$ cat src/rtl/lice_map.svh
// Register offsets, field positions and reset values of the interrupt
// command and error block. Definitions only; included by lice_top.
`ifndef LICE_MAP_SVH
`define LICE_MAP_SVH

// Byte offsets on the APB window
`define LICE_ADDR_W 12
`define LICE_OFF_ERROR_STATUS 12'h280
`define LICE_OFF_CMD_LOW 12'h300
`define LICE_OFF_CMD_HIGH 12'h310
`define LICE_OFF_TIMER_ENTRY 12'h320
`define LICE_OFF_THERMAL_ENTRY 12'h330

// Error status bits
`define LICE_ERR_BAD_REG 7
`define LICE_ERR_RX_BAD_VEC 6
`define LICE_ERR_TX_BAD_VEC 5
`define LICE_ERR_RX_REJECT 3
`define LICE_ERR_TX_REJECT 2

// Command low word fields
`define LICE_CMD_SHORT_HI 19
`define LICE_CMD_SHORT_LO 18
`define LICE_CMD_RREAD_LO 16
`define LICE_CMD_TRIGGER 15
`define LICE_CMD_LEVEL 14
`define LICE_CMD_PENDING 12
`define LICE_CMD_TMODE 11
`define LICE_KIND_HI 10
`define LICE_KIND_LO 8
`define LICE_VEC_HI 7
`define LICE_VEC_LO 0

// Command high word target field
`define LICE_CMD_TARGET_HI 31
`define LICE_CMD_TARGET_LO 24

// Local vector entry fields
`define LICE_ENTRY_PERIODIC 17
`define LICE_ENTRY_MASK 16
`define LICE_ENTRY_PENDING 12

// Vectors below this are illegal for fixed and lowest-priority messages
`define LICE_VEC_FIRST_LEGAL 8'h10
`define LICE_TARGET_ALL 8'hFF
`define LICE_MASK_RESET 1'h1

`endif

$ cat src/rtl/lice_pkg.sv
// Types shared by the interrupt command and error block.
// Assumes lice_map.svh supplies the numeric layout.
package lice_pkg;

    typedef enum logic [2:0] {
        KIND_FIXED = 3'h0,
        KIND_LOWEST = 3'h1,
        KIND_SYS_MGMT = 3'h2,
        KIND_REMOTE_READ = 3'h3,
        KIND_NON_MASKABLE = 3'h4,
        KIND_INIT = 3'h5,
        KIND_STARTUP = 3'h6,
        KIND_EXTERNAL = 3'h7
    } lice_kind_type;

    typedef enum logic [1:0] {
        SHORT_FIELD = 2'h0,
        SHORT_SELF = 2'h1,
        SHORT_ALL_INCL = 2'h2,
        SHORT_ALL_EXCL = 2'h3
    } lice_short_type;

    typedef enum logic [1:0] {
        RREAD_INVALID = 2'h0,
        RREAD_PENDING = 2'h1,
        RREAD_DONE = 2'h2
    } lice_rread_type;

    typedef enum {
        SEND_IDLE,
        SEND_BUSY
    } lice_send_state_type;

endpackage : lice_pkg

$ cat src/rtl/lice_top.sv
// Error status, interrupt command and timer/thermal vector entries of a
// processor-local interrupt controller, reached over APB.
// Assumes a message fabric outside that takes one send at a time and
// reports receptions as one-cycle pulses; all inputs synchronous.
//
// Decided for this implementation: the APB register port.
`timescale 1ns/1ps
`default_nettype none
`include "lice_map.svh"

// Notes on behaviour
// - Unmapped offset access sets bad-register flag
// - Received fixed/lowest vector below 10h flagged
// - Sending fixed/lowest vector below 10h flagged
// - Received message nobody accepted sets flag
// - Sent message nobody accepted sets flag
// - Write loads and clears internal error state
// - Shorthand picks field, self, all, all-but-self
// - Broadcast shorthands force physical targeting
// - All-but-self sends all-ones target encoding
// - Remote read progress: invalid, pending, done
// - Bit 15 gives trigger kind
// - Bit 14 gives level value
// - Send pending holds until the fabric reports done
// - Bit 11 gives physical or logical targeting
// - Three-bit message kind decode
// - Bits 7..0 carry the sent vector
// - Target field used only with shorthand 00
// - Timer mode bit: one-shot or periodic
// - Masked entry raises nothing; mask resets set
// - Entry pending until local processor accepts
module lice_top
    import lice_pkg::*;
#(
    parameter int NUM_ENTRIES = 2
) (
    input wire logic I_CLK_SYS,
    input wire logic I_RESETN,
    input wire logic i_PSEL,
    input wire logic i_PENABLE,
    input wire logic i_PWRITE,
    input wire logic [`LICE_ADDR_W-1:0] i_PADDR,
    input wire logic [31:0] i_PWDATA,
    output logic o_PREADY,
    output logic [31:0] o_PRDATA,
    output logic o_PSLVERR,
    input wire logic [7:0] i_OWN_ID,
    output logic o_SEND_VALID,
    output logic [7:0] o_SEND_VECTOR,
    output logic [2:0] o_SEND_KIND,
    output logic o_SEND_TRIGGER,
    output logic o_SEND_LEVEL,
    output logic o_SEND_LOGICAL,
    output logic [7:0] o_SEND_TARGET,
    output logic o_SEND_EXCL_SELF,
    input wire logic i_SEND_DONE,
    input wire logic i_SEND_ACCEPTED,
    input wire logic i_SEND_READ_OK,
    input wire logic i_RX_VALID,
    input wire logic [2:0] i_RX_KIND,
    input wire logic [7:0] i_RX_VECTOR,
    input wire logic i_RX_REJECTED,
    input wire logic [NUM_ENTRIES-1:0] i_LV_EVENT,
    input wire logic [NUM_ENTRIES-1:0] i_LV_ACCEPT,
    output logic [NUM_ENTRIES-1:0] o_LV_REQ,
    output logic [NUM_ENTRIES*8-1:0] o_LV_VECTOR,
    output logic [NUM_ENTRIES*3-1:0] o_LV_KIND,
    output logic o_TIMER_PERIODIC
);

    // APB: one wait state, so read data and pready both leave flip-flops
    logic access;
    logic done;
    logic wr_done;
    logic hit_err;
    logic hit_lo;
    logic hit_hi;
    logic hit_tmr;
    logic hit_thm;
    logic mapped;
    logic pready_q;
    logic [31:0] prdata_q;
    logic [31:0] prdata_d;
    logic pslverr_q;

    assign access = i_PSEL & i_PENABLE;
    assign done = access & pready_q;
    assign wr_done = done & i_PWRITE;
    assign hit_err = i_PADDR == `LICE_OFF_ERROR_STATUS;
    assign hit_lo = i_PADDR == `LICE_OFF_CMD_LOW;
    assign hit_hi = i_PADDR == `LICE_OFF_CMD_HIGH;
    assign hit_tmr = i_PADDR == `LICE_OFF_TIMER_ENTRY;
    assign hit_thm = i_PADDR == `LICE_OFF_THERMAL_ENTRY;
    assign mapped = hit_err | hit_lo | hit_hi | hit_tmr | hit_thm;

    // Command fields
    logic [7:0] vec_q;
    lice_kind_type kind_q;
    logic tmode_q;
    logic level_q;
    logic trig_q;
    lice_short_type short_q;
    logic [7:0] target_q;
    lice_rread_type rread_q;
    lice_send_state_type send_q;
    logic pending;

    // Error state
    logic [7:0] err_ev;
    logic [7:0] err_int_q;
    logic [7:0] err_reg_q;

    // Local vector entries: mask, vector, kind, pending, timer mode
    logic [NUM_ENTRIES-1:0] mask_q;
    logic [NUM_ENTRIES-1:0] lv_pend_q;
    logic [7:0] lv_vec_q [NUM_ENTRIES];
    logic [2:0] lv_kind_q [NUM_ENTRIES];
    logic [NUM_ENTRIES-1:0] lv_hit;
    logic periodic_q;

    // Timer is the first entry, thermal the last; any between stay unmapped
    always_comb begin
        lv_hit = '0;
        lv_hit[0] = hit_tmr;
        lv_hit[NUM_ENTRIES-1] = hit_thm;
    end
    assign pending = send_q == SEND_BUSY;

    // Send launch on a low-word write; refused while one is in flight
    logic launch;
    logic bad_tx;
    logic [2:0] w_kind;
    logic [7:0] w_vec;
    logic [1:0] w_short;

    assign w_kind = i_PWDATA[`LICE_KIND_HI:`LICE_KIND_LO];
    assign w_vec = i_PWDATA[`LICE_VEC_HI:`LICE_VEC_LO];
    assign w_short = i_PWDATA[`LICE_CMD_SHORT_HI:`LICE_CMD_SHORT_LO];
    assign launch = wr_done & hit_lo & ~pending;
    assign bad_tx = (w_kind == KIND_FIXED || w_kind == KIND_LOWEST)
        && w_vec < `LICE_VEC_FIRST_LEGAL;

    always_comb begin
        err_ev = 8'h00;
        err_ev[`LICE_ERR_BAD_REG] = done & ~mapped;
        err_ev[`LICE_ERR_RX_BAD_VEC] = i_RX_VALID
            && (i_RX_KIND == KIND_FIXED || i_RX_KIND == KIND_LOWEST)
            && i_RX_VECTOR < `LICE_VEC_FIRST_LEGAL;
        err_ev[`LICE_ERR_TX_BAD_VEC] = launch & bad_tx;
        err_ev[`LICE_ERR_RX_REJECT] = i_RX_VALID & i_RX_REJECTED;
        err_ev[`LICE_ERR_TX_REJECT] = pending & i_SEND_DONE & ~i_SEND_ACCEPTED;
    end

    // Events in the cycle of the loading write go to the visible copy
    always_ff @(posedge I_CLK_SYS) begin
        if (!I_RESETN) begin
            err_int_q <= 8'h00;
            err_reg_q <= 8'h00;
        end else if (wr_done && hit_err) begin
            err_reg_q <= err_int_q | err_ev;
            err_int_q <= 8'h00;
        end else begin
            err_int_q <= err_int_q | err_ev;
        end
    end

    always_ff @(posedge I_CLK_SYS) begin
        if (!I_RESETN) begin
            vec_q <= 8'h00;
            kind_q <= KIND_FIXED;
            tmode_q <= 1'h0;
            level_q <= 1'h0;
            trig_q <= 1'h0;
            short_q <= SHORT_FIELD;
        end else if (launch) begin
            vec_q <= w_vec;
            kind_q <= lice_kind_type'(w_kind);
            tmode_q <= i_PWDATA[`LICE_CMD_TMODE];
            level_q <= i_PWDATA[`LICE_CMD_LEVEL];
            trig_q <= i_PWDATA[`LICE_CMD_TRIGGER];
            short_q <= lice_short_type'(w_short);
        end
    end

    always_ff @(posedge I_CLK_SYS) begin
        if (!I_RESETN) begin
            target_q <= 8'h00;
        end else if (wr_done && hit_hi) begin
            target_q <= i_PWDATA[`LICE_CMD_TARGET_HI:`LICE_CMD_TARGET_LO];
        end
    end

    // Outgoing message, held from launch until the fabric reports done
    always_ff @(posedge I_CLK_SYS) begin
        if (!I_RESETN) begin
            send_q <= SEND_IDLE;
            o_SEND_VALID <= 1'h0;
            o_SEND_VECTOR <= 8'h00;
            o_SEND_KIND <= 3'h0;
            o_SEND_TRIGGER <= 1'h0;
            o_SEND_LEVEL <= 1'h0;
            o_SEND_LOGICAL <= 1'h0;
            o_SEND_TARGET <= 8'h00;
            o_SEND_EXCL_SELF <= 1'h0;
        end else begin
            case (send_q)
                SEND_IDLE: begin
                    if (launch && !bad_tx) begin
                        send_q <= SEND_BUSY;
                        o_SEND_VALID <= 1'h1;
                        o_SEND_VECTOR <= w_vec;
                        o_SEND_KIND <= w_kind;
                        o_SEND_TRIGGER <= i_PWDATA[`LICE_CMD_TRIGGER];
                        o_SEND_LEVEL <= i_PWDATA[`LICE_CMD_LEVEL];
                        o_SEND_EXCL_SELF <= w_short == SHORT_ALL_EXCL;
                        case (lice_short_type'(w_short))
                            SHORT_FIELD: begin
                                o_SEND_TARGET <= target_q;
                                o_SEND_LOGICAL <= i_PWDATA[`LICE_CMD_TMODE];
                            end
                            SHORT_SELF: begin
                                o_SEND_TARGET <= i_OWN_ID;
                                o_SEND_LOGICAL <= 1'h0;
                            end
                            default: begin
                                o_SEND_TARGET <= `LICE_TARGET_ALL;
                                o_SEND_LOGICAL <= 1'h0;
                            end
                        endcase
                    end
                end
                SEND_BUSY: begin
                    if (i_SEND_DONE) begin
                        send_q <= SEND_IDLE;
                        o_SEND_VALID <= 1'h0;
                    end
                end
                default: begin
                    send_q <= SEND_IDLE;
                    o_SEND_VALID <= 1'h0;
                end
            endcase
        end
    end

    always_ff @(posedge I_CLK_SYS) begin
        if (!I_RESETN) begin
            rread_q <= RREAD_INVALID;
        end else if (launch && w_kind == KIND_REMOTE_READ) begin
            rread_q <= RREAD_PENDING;
        end else if (pending && i_SEND_DONE && kind_q == KIND_REMOTE_READ) begin
            rread_q <= i_SEND_READ_OK ? RREAD_DONE : RREAD_INVALID;
        end
    end

    always_ff @(posedge I_CLK_SYS) begin
        if (!I_RESETN) begin
            periodic_q <= 1'h0;
        end else if (wr_done && hit_tmr) begin
            periodic_q <= i_PWDATA[`LICE_ENTRY_PERIODIC];
        end
    end

    genvar g;
    generate
        for (g = 0; g < NUM_ENTRIES; g++) begin : gen_entry
            always_ff @(posedge I_CLK_SYS) begin
                if (!I_RESETN) begin
                    mask_q[g] <= `LICE_MASK_RESET;
                    lv_vec_q[g] <= 8'h00;
                    lv_kind_q[g] <= 3'h0;
                end else if (wr_done && lv_hit[g]) begin
                    mask_q[g] <= i_PWDATA[`LICE_ENTRY_MASK];
                    lv_vec_q[g] <= i_PWDATA[`LICE_VEC_HI:`LICE_VEC_LO];
                    // Timer entry carries no kind field
                    lv_kind_q[g] <= (g == 0) ? 3'h0
                        : i_PWDATA[`LICE_KIND_HI:`LICE_KIND_LO];
                end
            end

            // New event wins over a same-cycle acceptance
            always_ff @(posedge I_CLK_SYS) begin
                if (!I_RESETN) begin
                    lv_pend_q[g] <= 1'h0;
                end else if (i_LV_EVENT[g] && !mask_q[g]) begin
                    lv_pend_q[g] <= 1'h1;
                end else if (i_LV_ACCEPT[g]) begin
                    lv_pend_q[g] <= 1'h0;
                end
            end

            assign o_LV_REQ[g] = lv_pend_q[g];
            assign o_LV_VECTOR[g*8 +: 8] = lv_vec_q[g];
            assign o_LV_KIND[g*3 +: 3] = lv_kind_q[g];
        end
    endgenerate

    assign o_TIMER_PERIODIC = periodic_q;

    always_comb begin
        prdata_d = 32'h0000_0000;
        if (hit_err) begin
            prdata_d[7:0] = err_reg_q;
        end else if (hit_lo) begin
            prdata_d[`LICE_CMD_SHORT_HI:`LICE_CMD_SHORT_LO] = short_q;
            prdata_d[`LICE_CMD_RREAD_LO +: 2] = rread_q;
            prdata_d[`LICE_CMD_TRIGGER] = trig_q;
            prdata_d[`LICE_CMD_LEVEL] = level_q;
            prdata_d[`LICE_CMD_PENDING] = pending;
            prdata_d[`LICE_CMD_TMODE] = tmode_q;
            prdata_d[`LICE_KIND_HI:`LICE_KIND_LO] = kind_q;
            prdata_d[`LICE_VEC_HI:`LICE_VEC_LO] = vec_q;
        end else if (hit_hi) begin
            prdata_d[`LICE_CMD_TARGET_HI:`LICE_CMD_TARGET_LO] = target_q;
        end else if (hit_tmr) begin
            prdata_d[`LICE_ENTRY_PERIODIC] = periodic_q;
            prdata_d[`LICE_ENTRY_MASK] = mask_q[0];
            prdata_d[`LICE_ENTRY_PENDING] = lv_pend_q[0];
            prdata_d[`LICE_VEC_HI:`LICE_VEC_LO] = lv_vec_q[0];
        end else if (hit_thm) begin
            prdata_d[`LICE_ENTRY_MASK] = mask_q[NUM_ENTRIES-1];
            prdata_d[`LICE_ENTRY_PENDING] = lv_pend_q[NUM_ENTRIES-1];
            prdata_d[`LICE_KIND_HI:`LICE_KIND_LO] = lv_kind_q[NUM_ENTRIES-1];
            prdata_d[`LICE_VEC_HI:`LICE_VEC_LO] = lv_vec_q[NUM_ENTRIES-1];
        end
    end

    always_ff @(posedge I_CLK_SYS) begin
        if (!I_RESETN) begin
            pready_q <= 1'h0;
            prdata_q <= 32'h0000_0000;
            pslverr_q <= 1'h0;
        end else begin
            pready_q <= access & ~pready_q;
            prdata_q <= (access && !pready_q && !i_PWRITE) ? prdata_d : 32'h0000_0000;
            pslverr_q <= access & ~pready_q & ~mapped;
        end
    end

    assign o_PREADY = pready_q;
    assign o_PRDATA = prdata_q;
    assign o_PSLVERR = pslverr_q;

endmodule : lice_top
`default_nettype wire

$ cat config.mk
export PLATFORM = sky130hd
export DESIGN_NAME = lice_top
export DESIGN_NICKNAME = d
export VERILOG_FILES = /design/src/rtl/lice_pkg.sv /design/src/rtl/lice_top.sv
export VERILOG_INCLUDE_DIRS = /design/src /design/src/rtl
export SDC_FILE = /design/constraint.sdc
export NUM_CORES = 1
export LEC_CHECK = 0
export ABC_CLOCK_PERIOD_IN_PS = 6100
export CAP_MARGIN = 20
export CORE_AREA = 3 3 124 126
export CTS_CLUSTER_DIAMETER = 50
export CTS_CLUSTER_SIZE = 40
export DETAILED_ROUTE_END_ITERATION = 8
export DIE_AREA = 0 0 127 129
export DONT_BUFFER_PORTS = 1
export GPL_TIMING_DRIVEN = 0
export PLACE_DENSITY_LB_ADDON = 0.1
export SYNTH_ARGS = -nofsm -noshare
export SYNTH_HDL_FRONTEND = slang
export SYNTH_SLANG_ARGS = --single-unit
$ cat constraint.sdc
create_clock -name I_CLK_SYS -period 6.1 [get_ports I_CLK_SYS]
set_input_delay 1.22 -clock I_CLK_SYS [delete_from_list [all_inputs] [get_ports I_CLK_SYS]]
set_output_delay 1.22 -clock I_CLK_SYS [all_outputs]
set_load 0.1 [all_outputs]
[Word-level counts from Yosys, hierarchy flattened]
Memory sizes are Yosys's and may differ from the RTL's.
Index checks and enable logic that the tools add are counted.
Cells by class
  bitwise operators: 29
  magnitude comparators: 2
  muxes and demuxes: 41
  equal/unequal tests: 15
  reductions and logical operators: 37
Operator list (number)
  $mux 32: 2
  $pmux 32 s2: 1
  $eq 12x10->1 const B: 5
  $mux 11: 3
  $eq 32x1->1 const B: 1
  $eq 32x2->1 const B: 1
  $logic_not 32->1: 1
  $mux 8: 4
  $mux 1: 23
  $lt 8x5->1 const B: 2
  $pmux 8 s2: 1
  $logic_and 1x1->1: 15
  $and 1x1->1: 12
  $mux 3: 3
  $not 1->1: 8
  $or 1x1->1: 8
  $or 8x8->8: 1
  $eq 3x1->1 const B: 2
  $eq 3x2->1 const B: 2
  $logic_not 3->1: 2
  $mux 2: 3
  $reduce_and 2->1: 3
  $reduce_bool 2->1: 3
  $logic_not 1->1: 5
  other kinds (10): 13
Word-level totals
  register bits: 137
  memories: 2
  input port bits: 77
  output and inout bits: 83
  bits in writable memories: 22
Memory list
  lv_vec_q: depth 2, bits a word 8, rd ports 2, clocked after memory_dff 0, wr ports 2, line lice_top.sv:116  | logic [7:0] lv_vec_q [NUM_ENTRIES];
  lv_kind_q: depth 2, bits a word 3, rd ports 2, clocked after memory_dff 0, wr ports 2, line lice_top.sv:117  | logic [2:0] lv_kind_q [NUM_ENTRIES];

[Logic depth before layout (Yosys ltp)]
Gate-level depths: netlist (run 1).
  depth in word-level cells: 8
  gate-level depth with buffers: 6
  gate-level depth less buffers: 4

[Least setup slack after synthesis (run 1)]
OpenSTA, ideal clock, no wires.
  path type: in2reg
  from: in i_PADDR[1]
  to: mem lv_kind_q[1][0], enable pin
  stages: 5
  setup slack: 3.345 ns
  data arrival time: 2.410 ns
  library setup time: 0.345 ns
  buffers on the path: 1
  cells stage by stage: nor4_4 and3_1 buf_4 nand2_1 nand2_1
RTL lines
  from (decl): line lice_top.sv:42  | input wire logic [`LICE_ADDR_W-1:0] i_PADDR,
  to (decl): line lice_top.sv:117

==> results of run 1 <==
kinds of logic after synthesis:
group | count (synthesis) | share of synthesized area
compound gates | 64 | 0.0886
buf+inv | 35 | 0.0419
flops | 113 | 0.541
mux | 52 | 0.117
other cells | 1 | 0.000827
simple gates | 180 | 0.211
synthesized netlist by cell type, types with 3 or more instances:
master / number
nand3_1: 9
nor2_1: 14
dfxtp_1: 94
inv_1: 4
o21ai_0: 20
a221oi_1: 5
clkbuf_1: 15
o2bb2ai_1: 5
a22oi_1: 5
mux2i_1: 43
edfxtp_1: 19
a311oi_1: 3
a21oi_1: 16
and2_1: 30
nand4_1: 6
and3_1: 11
nor2b_1: 4
nor3_1: 5
buf_4: 10
mux2_2: 9
nand2b_1: 4
nand2_1: 77
final timing paths:
path / from / endpoint / slack (ns) / cells past startpoint
max: o_PREADY / lv_vec_q[1][4] / 3.23 / 5
min: trig_q / trig_q / 0.45 / 2
max reg2reg: o_PREADY / lv_vec_q[1][4] / 3.23 / 5
min reg2reg: trig_q / trig_q / 0.45 / 2
power breakdown:
group          internal (mW)  leakage (nW)  switching [mW]
Combinational         0.0168         0.724          0.0521
Sequential             0.764         0.955          0.0384
Clock                  0.744         0.322           0.340
Total                   1.52          2.00           0.430
routing by layer:
| metal | vias to the layer above | global-route usage | share of wire |
|---|---|---|---|
| met5 | - | 0 | 0 |
| met4 | 0 | 0.0669 | 0.018 |
| met3 | 17 | 0.0710 | 0.092 |
| met2 | 127 | 0.257 | 0.46 |
| met1 | 1593 | 0.204 | 0.43 |
| li1 | 1613 | - | - |
worst max-delay path, cell delays in order, from the launching register on:
cell and delay, ns:
dfxtp_1 0.98, and4_1 0.43, and3_1 0.28, buf_4 0.23, nand2_1 0.09, nand2_1 0.50
stage by stage:
step	util	cell area (sq um)	hold WS [ns]	total power, mW
4_1_cts	0.378	5450	0.454	1.98
6_report	0.378	5450	0.449	1.96
2_1_floorplan	-	4560	0.424	0.872
3_5_place_dp	0.332	4790	0.446	0.887
3_3_place_gp	0.332	4790	0.439	0.887
5_1_grt	0.378	5450	0.473	2.02
cell type report:
cell class / count / share of cell area
well taps: 184 / 0.0422
plain buffers: 31 / 0.0321
clock inverters: 7 / 0.0211
flip-flops and latches: 113 / 0.450
inverters: 4 / 0.00275
multi-input cells: 304 / 0.352
clock buffers: 25 / 0.100
state kept, by name, summed over array words and instances (netlist names), 2 cells and up:
| signal | count |
|---|---|
| err_int_q | 5 |
| err_reg_q | 5 |
| kind_q | 3 |
| lv_kind_q | 3 |
| lv_vec_q | 16 |
| mask_q | 2 |
| o_LV_REQ | 2 |
| o_PRDATA | 27 |
| o_SEND_KIND | 3 |
| o_SEND_TARGET | 8 |
| o_SEND_VECTOR | 8 |
| rread_q | 2 |
| short_q | 2 |
| target_q | 8 |
| vec_q | 8 |
==> impl_metrics.toml, run 1 <==
[status]
status = "completed"

[sta]
tightest_slew_ns = 1.10
min_period_ns = 2.87
clock.fmax_ghz = 0.348
setup_viol = 0
finalMaxSlewViolations = 0
finClkSkew_ns = 0.00765
finalWorstSetupSlack_ns = 3.23
finalHoldViolCount = 0
rsz0062_at_grt = "no"
relSlewSlack = 0.268
period_share = 0.471
setup_tns_ns = 0

[final_layout]
ff_latch_area_sq_um = 2450
final_cells = 668
most-common-layout-cells = "dfxtp_1, nand2_1, mux2i_1"
multi_input_area_sq_um = 1920
mostFrequentLayoutCell = "dfxtp_1"
layout-drive-gt1-share = 0.130
area_growth_pct = 20.3
fin_nets = 548
num-fill-cells = 1443
diodes = 0

[placed_design]
io_buffer_count = 0
dp_slack_ns = 2.89
dpl.hpwl_um = 10400
gp_congestion = 0.838
dp_cells = 636

[clocking]
cts_hold_buf = 0
cts_buffers = 17
htreeDepth = 4
clk_pin_slew_worst_paths_ns = 0.05
cts_root_buffer = "clkbuf_16"
insertion_delay_ns = 0.42
cts_tree = "built"
cts_setup_buffers = 0
clock_path_buffers = 2
cts.repair.resized = 0
clkSinkCount = 113

[global_route]
grt_pass1_wl_um = 20000
antenna_found_initial = 0
grt-ovfl-total = 0
grt.total_usage = 0.166
grt_pass1_vias = 3312
grt_max_degree = 17

[synth]
synthArstFlopShare = 0
seq_area_frac_synth = 0.541
synth_area_per_cell_sq_um = 10.2
ys_top_cells_by_area = "dfxtp_1, edfxtp_1, mux2i_1"
syn-cell-area_sq_um = 4530
synthFlopType = "dfxtp_1"
yosysWarnings = 0
yosys.area.top_type = "dfxtp_1"
ys_seq_elements = 113
synth_edf_count = 19
postSynthCellCount = 445
yosysTopAreaCellShare = 0.415
synth_cell_types = 50

[job]
maxCapViolCount = 0

[power]
p_leak_nw = 2.00
vdd_drop_max_mv = 0.197
p_per_area_nw_per_um2 = 358

[setup_path]
crit_path_start_kind = "flop"
critPathMaxFanout = 11
required_ns = 6.15
crit_type = "flop to flop"
end_kind = "flop"
arrival_ns = 2.92

[detailed_routing]
ant_nets = 0
vias = 3350
drc = 0
wl_um = 13600
wl_per_cell_um = 20.4
viasPerCell = 5.01
dr.pass1.iters = 4
dr.first_iter.drc_count = 203

[min_path]
holdCritPathClass = "flop to flop"

[die]
die_area_sq_um = 16400
core_sq_um = 14400
placementRows = 44
fp.dieH_um = 129
ioPinCount = 160
die_w_um = 127
initial_core_util = 0.314
Note: power is estimated with default switching activity, not from simulation.
==> run 2, diff against run 1 <==
--- a/config.mk
+++ b/config.mk
@@ -6,7 +6,7 @@
 export SDC_FILE = /design/constraint.sdc
 export NUM_CORES = 1
 export LEC_CHECK = 0
-export ABC_CLOCK_PERIOD_IN_PS = 6100
+export ABC_CLOCK_PERIOD_IN_PS = 2400
 export CAP_MARGIN = 20
 export CORE_AREA = 3 3 124 126
 export CTS_CLUSTER_DIAMETER = 50
==> constraint.sdc (replaced) <==
create_clock -name I_CLK_SYS -period 2.4 [get_ports I_CLK_SYS]
set_input_delay 0.48 -clock I_CLK_SYS [delete_from_list [all_inputs] [get_ports I_CLK_SYS]]
set_output_delay 0.48 -clock I_CLK_SYS [all_outputs]
set_load 0.1 [all_outputs]
==> run 2 against run 1 <==
Compared with the run above:
- combinational power rose to 2.6 times the previous value
- wire length down 0.21%
- hold slack worse by 0.25 ns
- clock skew up 0.0037 ns
==> impl_metrics.toml, run 2 (same netlist as run 1, synthesis figures left out) <==
[status]
status = "completed"

[final_layout]
area_growth_pct = 18.2
multi_input_area_sq_um = 1920
largest_reg_flops = 27
final_cells = 668
layout-drive-gt1-share = 0.128
fin_nets = 548
ff_latch_area_sq_um = 2460
mostFrequentLayoutCell = "dfxtp_1"
diodes = 0
most-common-layout-cells = "dfxtp_1, nand2_1, mux2i_1"
num-fill-cells = 1480

[sta]
finalHoldViolCount = 0
clock.fmax_ghz = 0.469
tightest_slew_ns = 1.04
finalMaxSlewViolations = 0
relSlewSlack = 0.305
min_period_ns = 2.13
setup_viol = 0
period_share = 0.888
finClkSkew_ns = 0.0114
holdWs_ns = 0.196
rsz0062_at_grt = "no"

[global_route]
grt-ovfl-total = 0
grt_max_degree = 17
grt.total_usage = 0.169
grt_pass1_wl_um = 20500
antenna_found_initial = 0
grt_pass1_vias = 3391

[detailed_routing]
wl_per_cell_um = 20.3
wl_um = 13600
ant_nets = 0
drc = 0
viasPerCell = 5.01
dr.first_iter.drc_count = 167
vias = 3346
dr.pass1.iters = 4

[setup_path]
end_kind = "flop"
critPathMaxFanout = 11
reg2reg_depth = 5
crit_type = "flop to flop"
crit_path_start_kind = "flop"
required_ns = 2.48
arrival_ns = 2.21

[min_path]
holdCritPathClass = "primary input to flop"
min_path_cells = 2

[clocking]
cts_tree = "built"
cts_hold_buf = 0
insertion_delay_ns = 0.42
clock_path_buffers = 2
cts_root_buffer = "clkbuf_16"
clk_pin_slew_worst_paths_ns = 0.06
cts_setup_buffers = 0
cts_buffers = 17
htreeDepth = 4
clkSinkCount = 113
cts.repair.resized = 2

[power]
vdd_drop_max_mv = 0.486
p_leak_nw = 1.95
p_per_area_nw_per_um2 = 860

[placed_design]
gp_congestion = 0.829
dpl.hpwl_um = 10400
io_buffer_count = 0
dp_cells = 636

[die]
ioPinCount = 160
core_sq_um = 14400
placementRows = 44
fp.dieH_um = 129
die_area_sq_um = 16400
die_w_um = 127
initial_core_util = 0.314

[job]
maxCapViolCount = 0
## run 2: changes by cell type in the layout (fill, tap and decap cells not counted), sizes merged
cell	delta
bufinv	-1
clkbuf	-5
clkinv	+4
clkinvlp	+2
## run 2: where the power goes
group	internal (mW)	switching [mW]
Combinational	0.0428	0.133
Clock	1.53	0.863
Sequential	1.94	0.0975
Total	3.52	1.09
## run 2: final timing paths
check / from / to / slack (ns)
max: o_PREADY / lv_kind_q[1][0] / 0.27
min: i_PWDATA[29] / target_q[5] / 0.20
max reg2reg: o_PREADY / lv_kind_q[1][0] / 0.27
min reg2reg: err_reg_q[5] / err_reg_q[5] / 0.45
## run 2: final cells by class
class / count / area share
plain buffers: 31 / 0.0327
clock buffers: 20 / 0.0833
clock inverters: 12 / 0.0217
inverters: 4 / 0.00280
multi-input cells: 304 / 0.358
flip-flops and latches: 113 / 0.458
well taps: 184 / 0.0429
## run 2: critical path, stage by stage, from the launching register on
cell,delay (ns)
dfxtp_4,0.54
and4_1,0.34
and3_1,0.29
buf_4,0.22
nand2_1,0.10
nand2_2,0.30
## run 2: routing by layer
| metal | vias to the layer above | track usage | routed length [um] |
|---|---|---|---|
| met1 | 1585 | 0.202 | 5530 |
| met5 | - | 0 | 0 |
| met2 | 129 | 0.263 | 6390 |
| met4 | 0 | 0.0662 | 248 |
| met3 | 19 | 0.0826 | 1410 |
| li1 | 1613 | - | - |
## run 2: metrics by stage
step | utilization | worst slack (ns) | area (sq um) | power (mW) | TNS, ns
after global placement | 0.332 | -0.0963 | 4790 | 2.25 | -1.05
after floorplan | - | 0.317 | 4560 | 2.22 | 0
after CTS | 0.372 | 0.0754 | 5360 | 4.68 | 0
after global routing | 0.372 | 0.115 | 5360 | 4.78 | 0
after detailed placement | 0.332 | -0.0840 | 4790 | 2.26 | -0.922
final | 0.372 | 0.269 | 5360 | 4.61 | 0
==> run 3, diff against run 2 <==
--- a/config.mk
+++ b/config.mk
@@ -15,6 +15,7 @@
 export DIE_AREA = 0 0 127 129
 export DONT_BUFFER_PORTS = 1
 export GPL_TIMING_DRIVEN = 0
+export MAX_ROUTING_LAYER = met4
 export PLACE_DENSITY_LB_ADDON = 0.1
 export SYNTH_ARGS = -nofsm -noshare
 export SYNTH_HDL_FRONTEND = slang
==> run 3 against run 2 <==
Compared with the run above:
- die area did not move
- register-to-register slack barely moved
- clock power barely moved
- wire length about the same
- non-clock buffer count is the same
- clock-buffer cell count unchanged
- maximum frequency is essentially flat
- power hardly changed
- first-iteration DRC count shrank 1.2%
- sequential cell count unchanged
- global-route usage up 0.51 points
- combinational power barely moved
- critical path type unchanged
- critical endpoint unchanged
==> impl_metrics.toml, run 3 (same netlist as run 1, synthesis figures left out) <==
[status]
status = "completed"

[detailed_routing]
wl_um = 13600
viasPerCell = 4.96
vias = 3315
wl_per_cell_um = 20.3
dr.pass1.iters = 4
ant_nets = 0
drc = 0
dr.first_iter.drc_count = 165

[sta]
setup_viol = 0
setup_tns_ns = 0
tightest_slew_ns = 1.04
holdWs_ns = 0.195
min_period_ns = 2.13
finClkSkew_ns = 0.0115
relSlewSlack = 0.306
period_share = 0.889
rsz0062_at_grt = "no"
finalHoldViolCount = 0
finalWorstSetupSlack_ns = 0.267
clock.fmax_ghz = 0.469
finalMaxSlewViolations = 0

[final_layout]
diodes = 0
layout-drive-gt1-share = 0.128
fin_nets = 548
most-common-layout-cells = "dfxtp_1, nand2_1, mux2i_1"
final_area_sq_um = 5360
largest_reg_flops = 27
area_growth_pct = 18.2
mostFrequentLayoutCell = "dfxtp_1"

[die]
fp.dieH_um = 129
placementRows = 44
die_w_um = 127
die_area_sq_um = 16400
core_sq_um = 14400
ioPinCount = 160
initial_core_util = 0.314

[power]
combPwrFrac = 0.038
pwr-share-seq = 0.442
switchingPower_mw = 1.10
power.internal_mw = 3.52
power_mw = 4.61
p_sw_frac = 0.238
p_per_area_nw_per_um2 = 861
power_frac_clock = 0.520
p_leak_nw = 1.95
vdd_drop_max_mv = 0.490

[clocking]
cts_buffers = 17
clkSinkCount = 113
cts_tree = "built"
insertion_delay_ns = 0.42
cts_setup_buffers = 0
clock_path_buffers = 2
htreeDepth = 4
clk_pin_slew_worst_paths_ns = 0.06
cts_root_buffer = "clkbuf_16"
cts_hold_buf = 0

[global_route]
grt.total_usage = 0.174
grt_pass1_wl_um = 20400
grt_max_degree = 17
grt_pass1_vias = 3397
grt-ovfl-total = 0
antenna_found_initial = 0

[min_path]
holdCritPathClass = "primary input to flop"

[placed_design]
gp_congestion = 0.842
dpl_cell_area_sq_um = 4790
dpl.hpwl_um = 10400
dp_slack_ns = -0.0840
io_buffer_count = 0

[setup_path]
crit_type = "flop to flop"
crit_path_start_kind = "flop"
required_ns = 2.48
end_kind = "flop"
critPathMaxFanout = 11
arrival_ns = 2.22

[job]
maxCapViolCount = 0
==> run 3: critical path, stage by stage (launching register included) <==
cell,delay [ns]
dfxtp_4,0.54
and4_1,0.34
and3_1,0.29
buf_4,0.22
nand2_1,0.10
nand2_2,0.30
==> run 3: final timing paths <==
check               start               to  slack [ns]  cells past startpoint
min          i_PWDATA[29]      target_q[5]        0.20                      2
max              o_PREADY  lv_kind_q[1][0]        0.27                      5
max reg2reg      o_PREADY  lv_kind_q[1][0]        0.27                      5
min reg2reg  err_reg_q[5]     err_reg_q[5]        0.45                      2
==> run 3: cell type report <==
class	instances	area, sq um
multi-input combinational	304	1920
fill	1480	9060
buffer	31	175
clock inverter	12	116
inverter	4	15.0
clock buffer	20	447
tap	184	230
sequential	113	2460
==> run 3: routing by layer <==
layer	track usage	wire [um]	up-vias
met1	0.207	5780	1565
met3	0.0756	1180	21
li1	-	-	1609
met2	0.263	6380	120
met4	0.0662	241	0
met5	-	0	-
==> run 3: stage by stage <==
step / util / instances
3_5_place_dp: 0.332 / 636
2_1_floorplan: - / 452
5_1_grt: 0.372 / 668
6_report: 0.372 / 668
4_1_cts: 0.372 / 668
3_3_place_gp: 0.332 / 636
==> run 3: timing repair <==
| action | in CTS | in global routing |
|---|---|---|
| resized for setup | 2 | 1 |
| endpoints found under the setup margin | 15 | 12 |
| gates cloned | 0 | 0 |
==> run 3: power groups by stage <==
stage	clock, mW	combinational, mW	sequential [mW]
floorplan	0	0.143	2.07
global placement	0	0.177	2.08
detailed placement	0	0.178	2.08
CTS	2.46	0.178	2.04
global route	2.55	0.191	2.04
finish	2.40	0.176	2.04
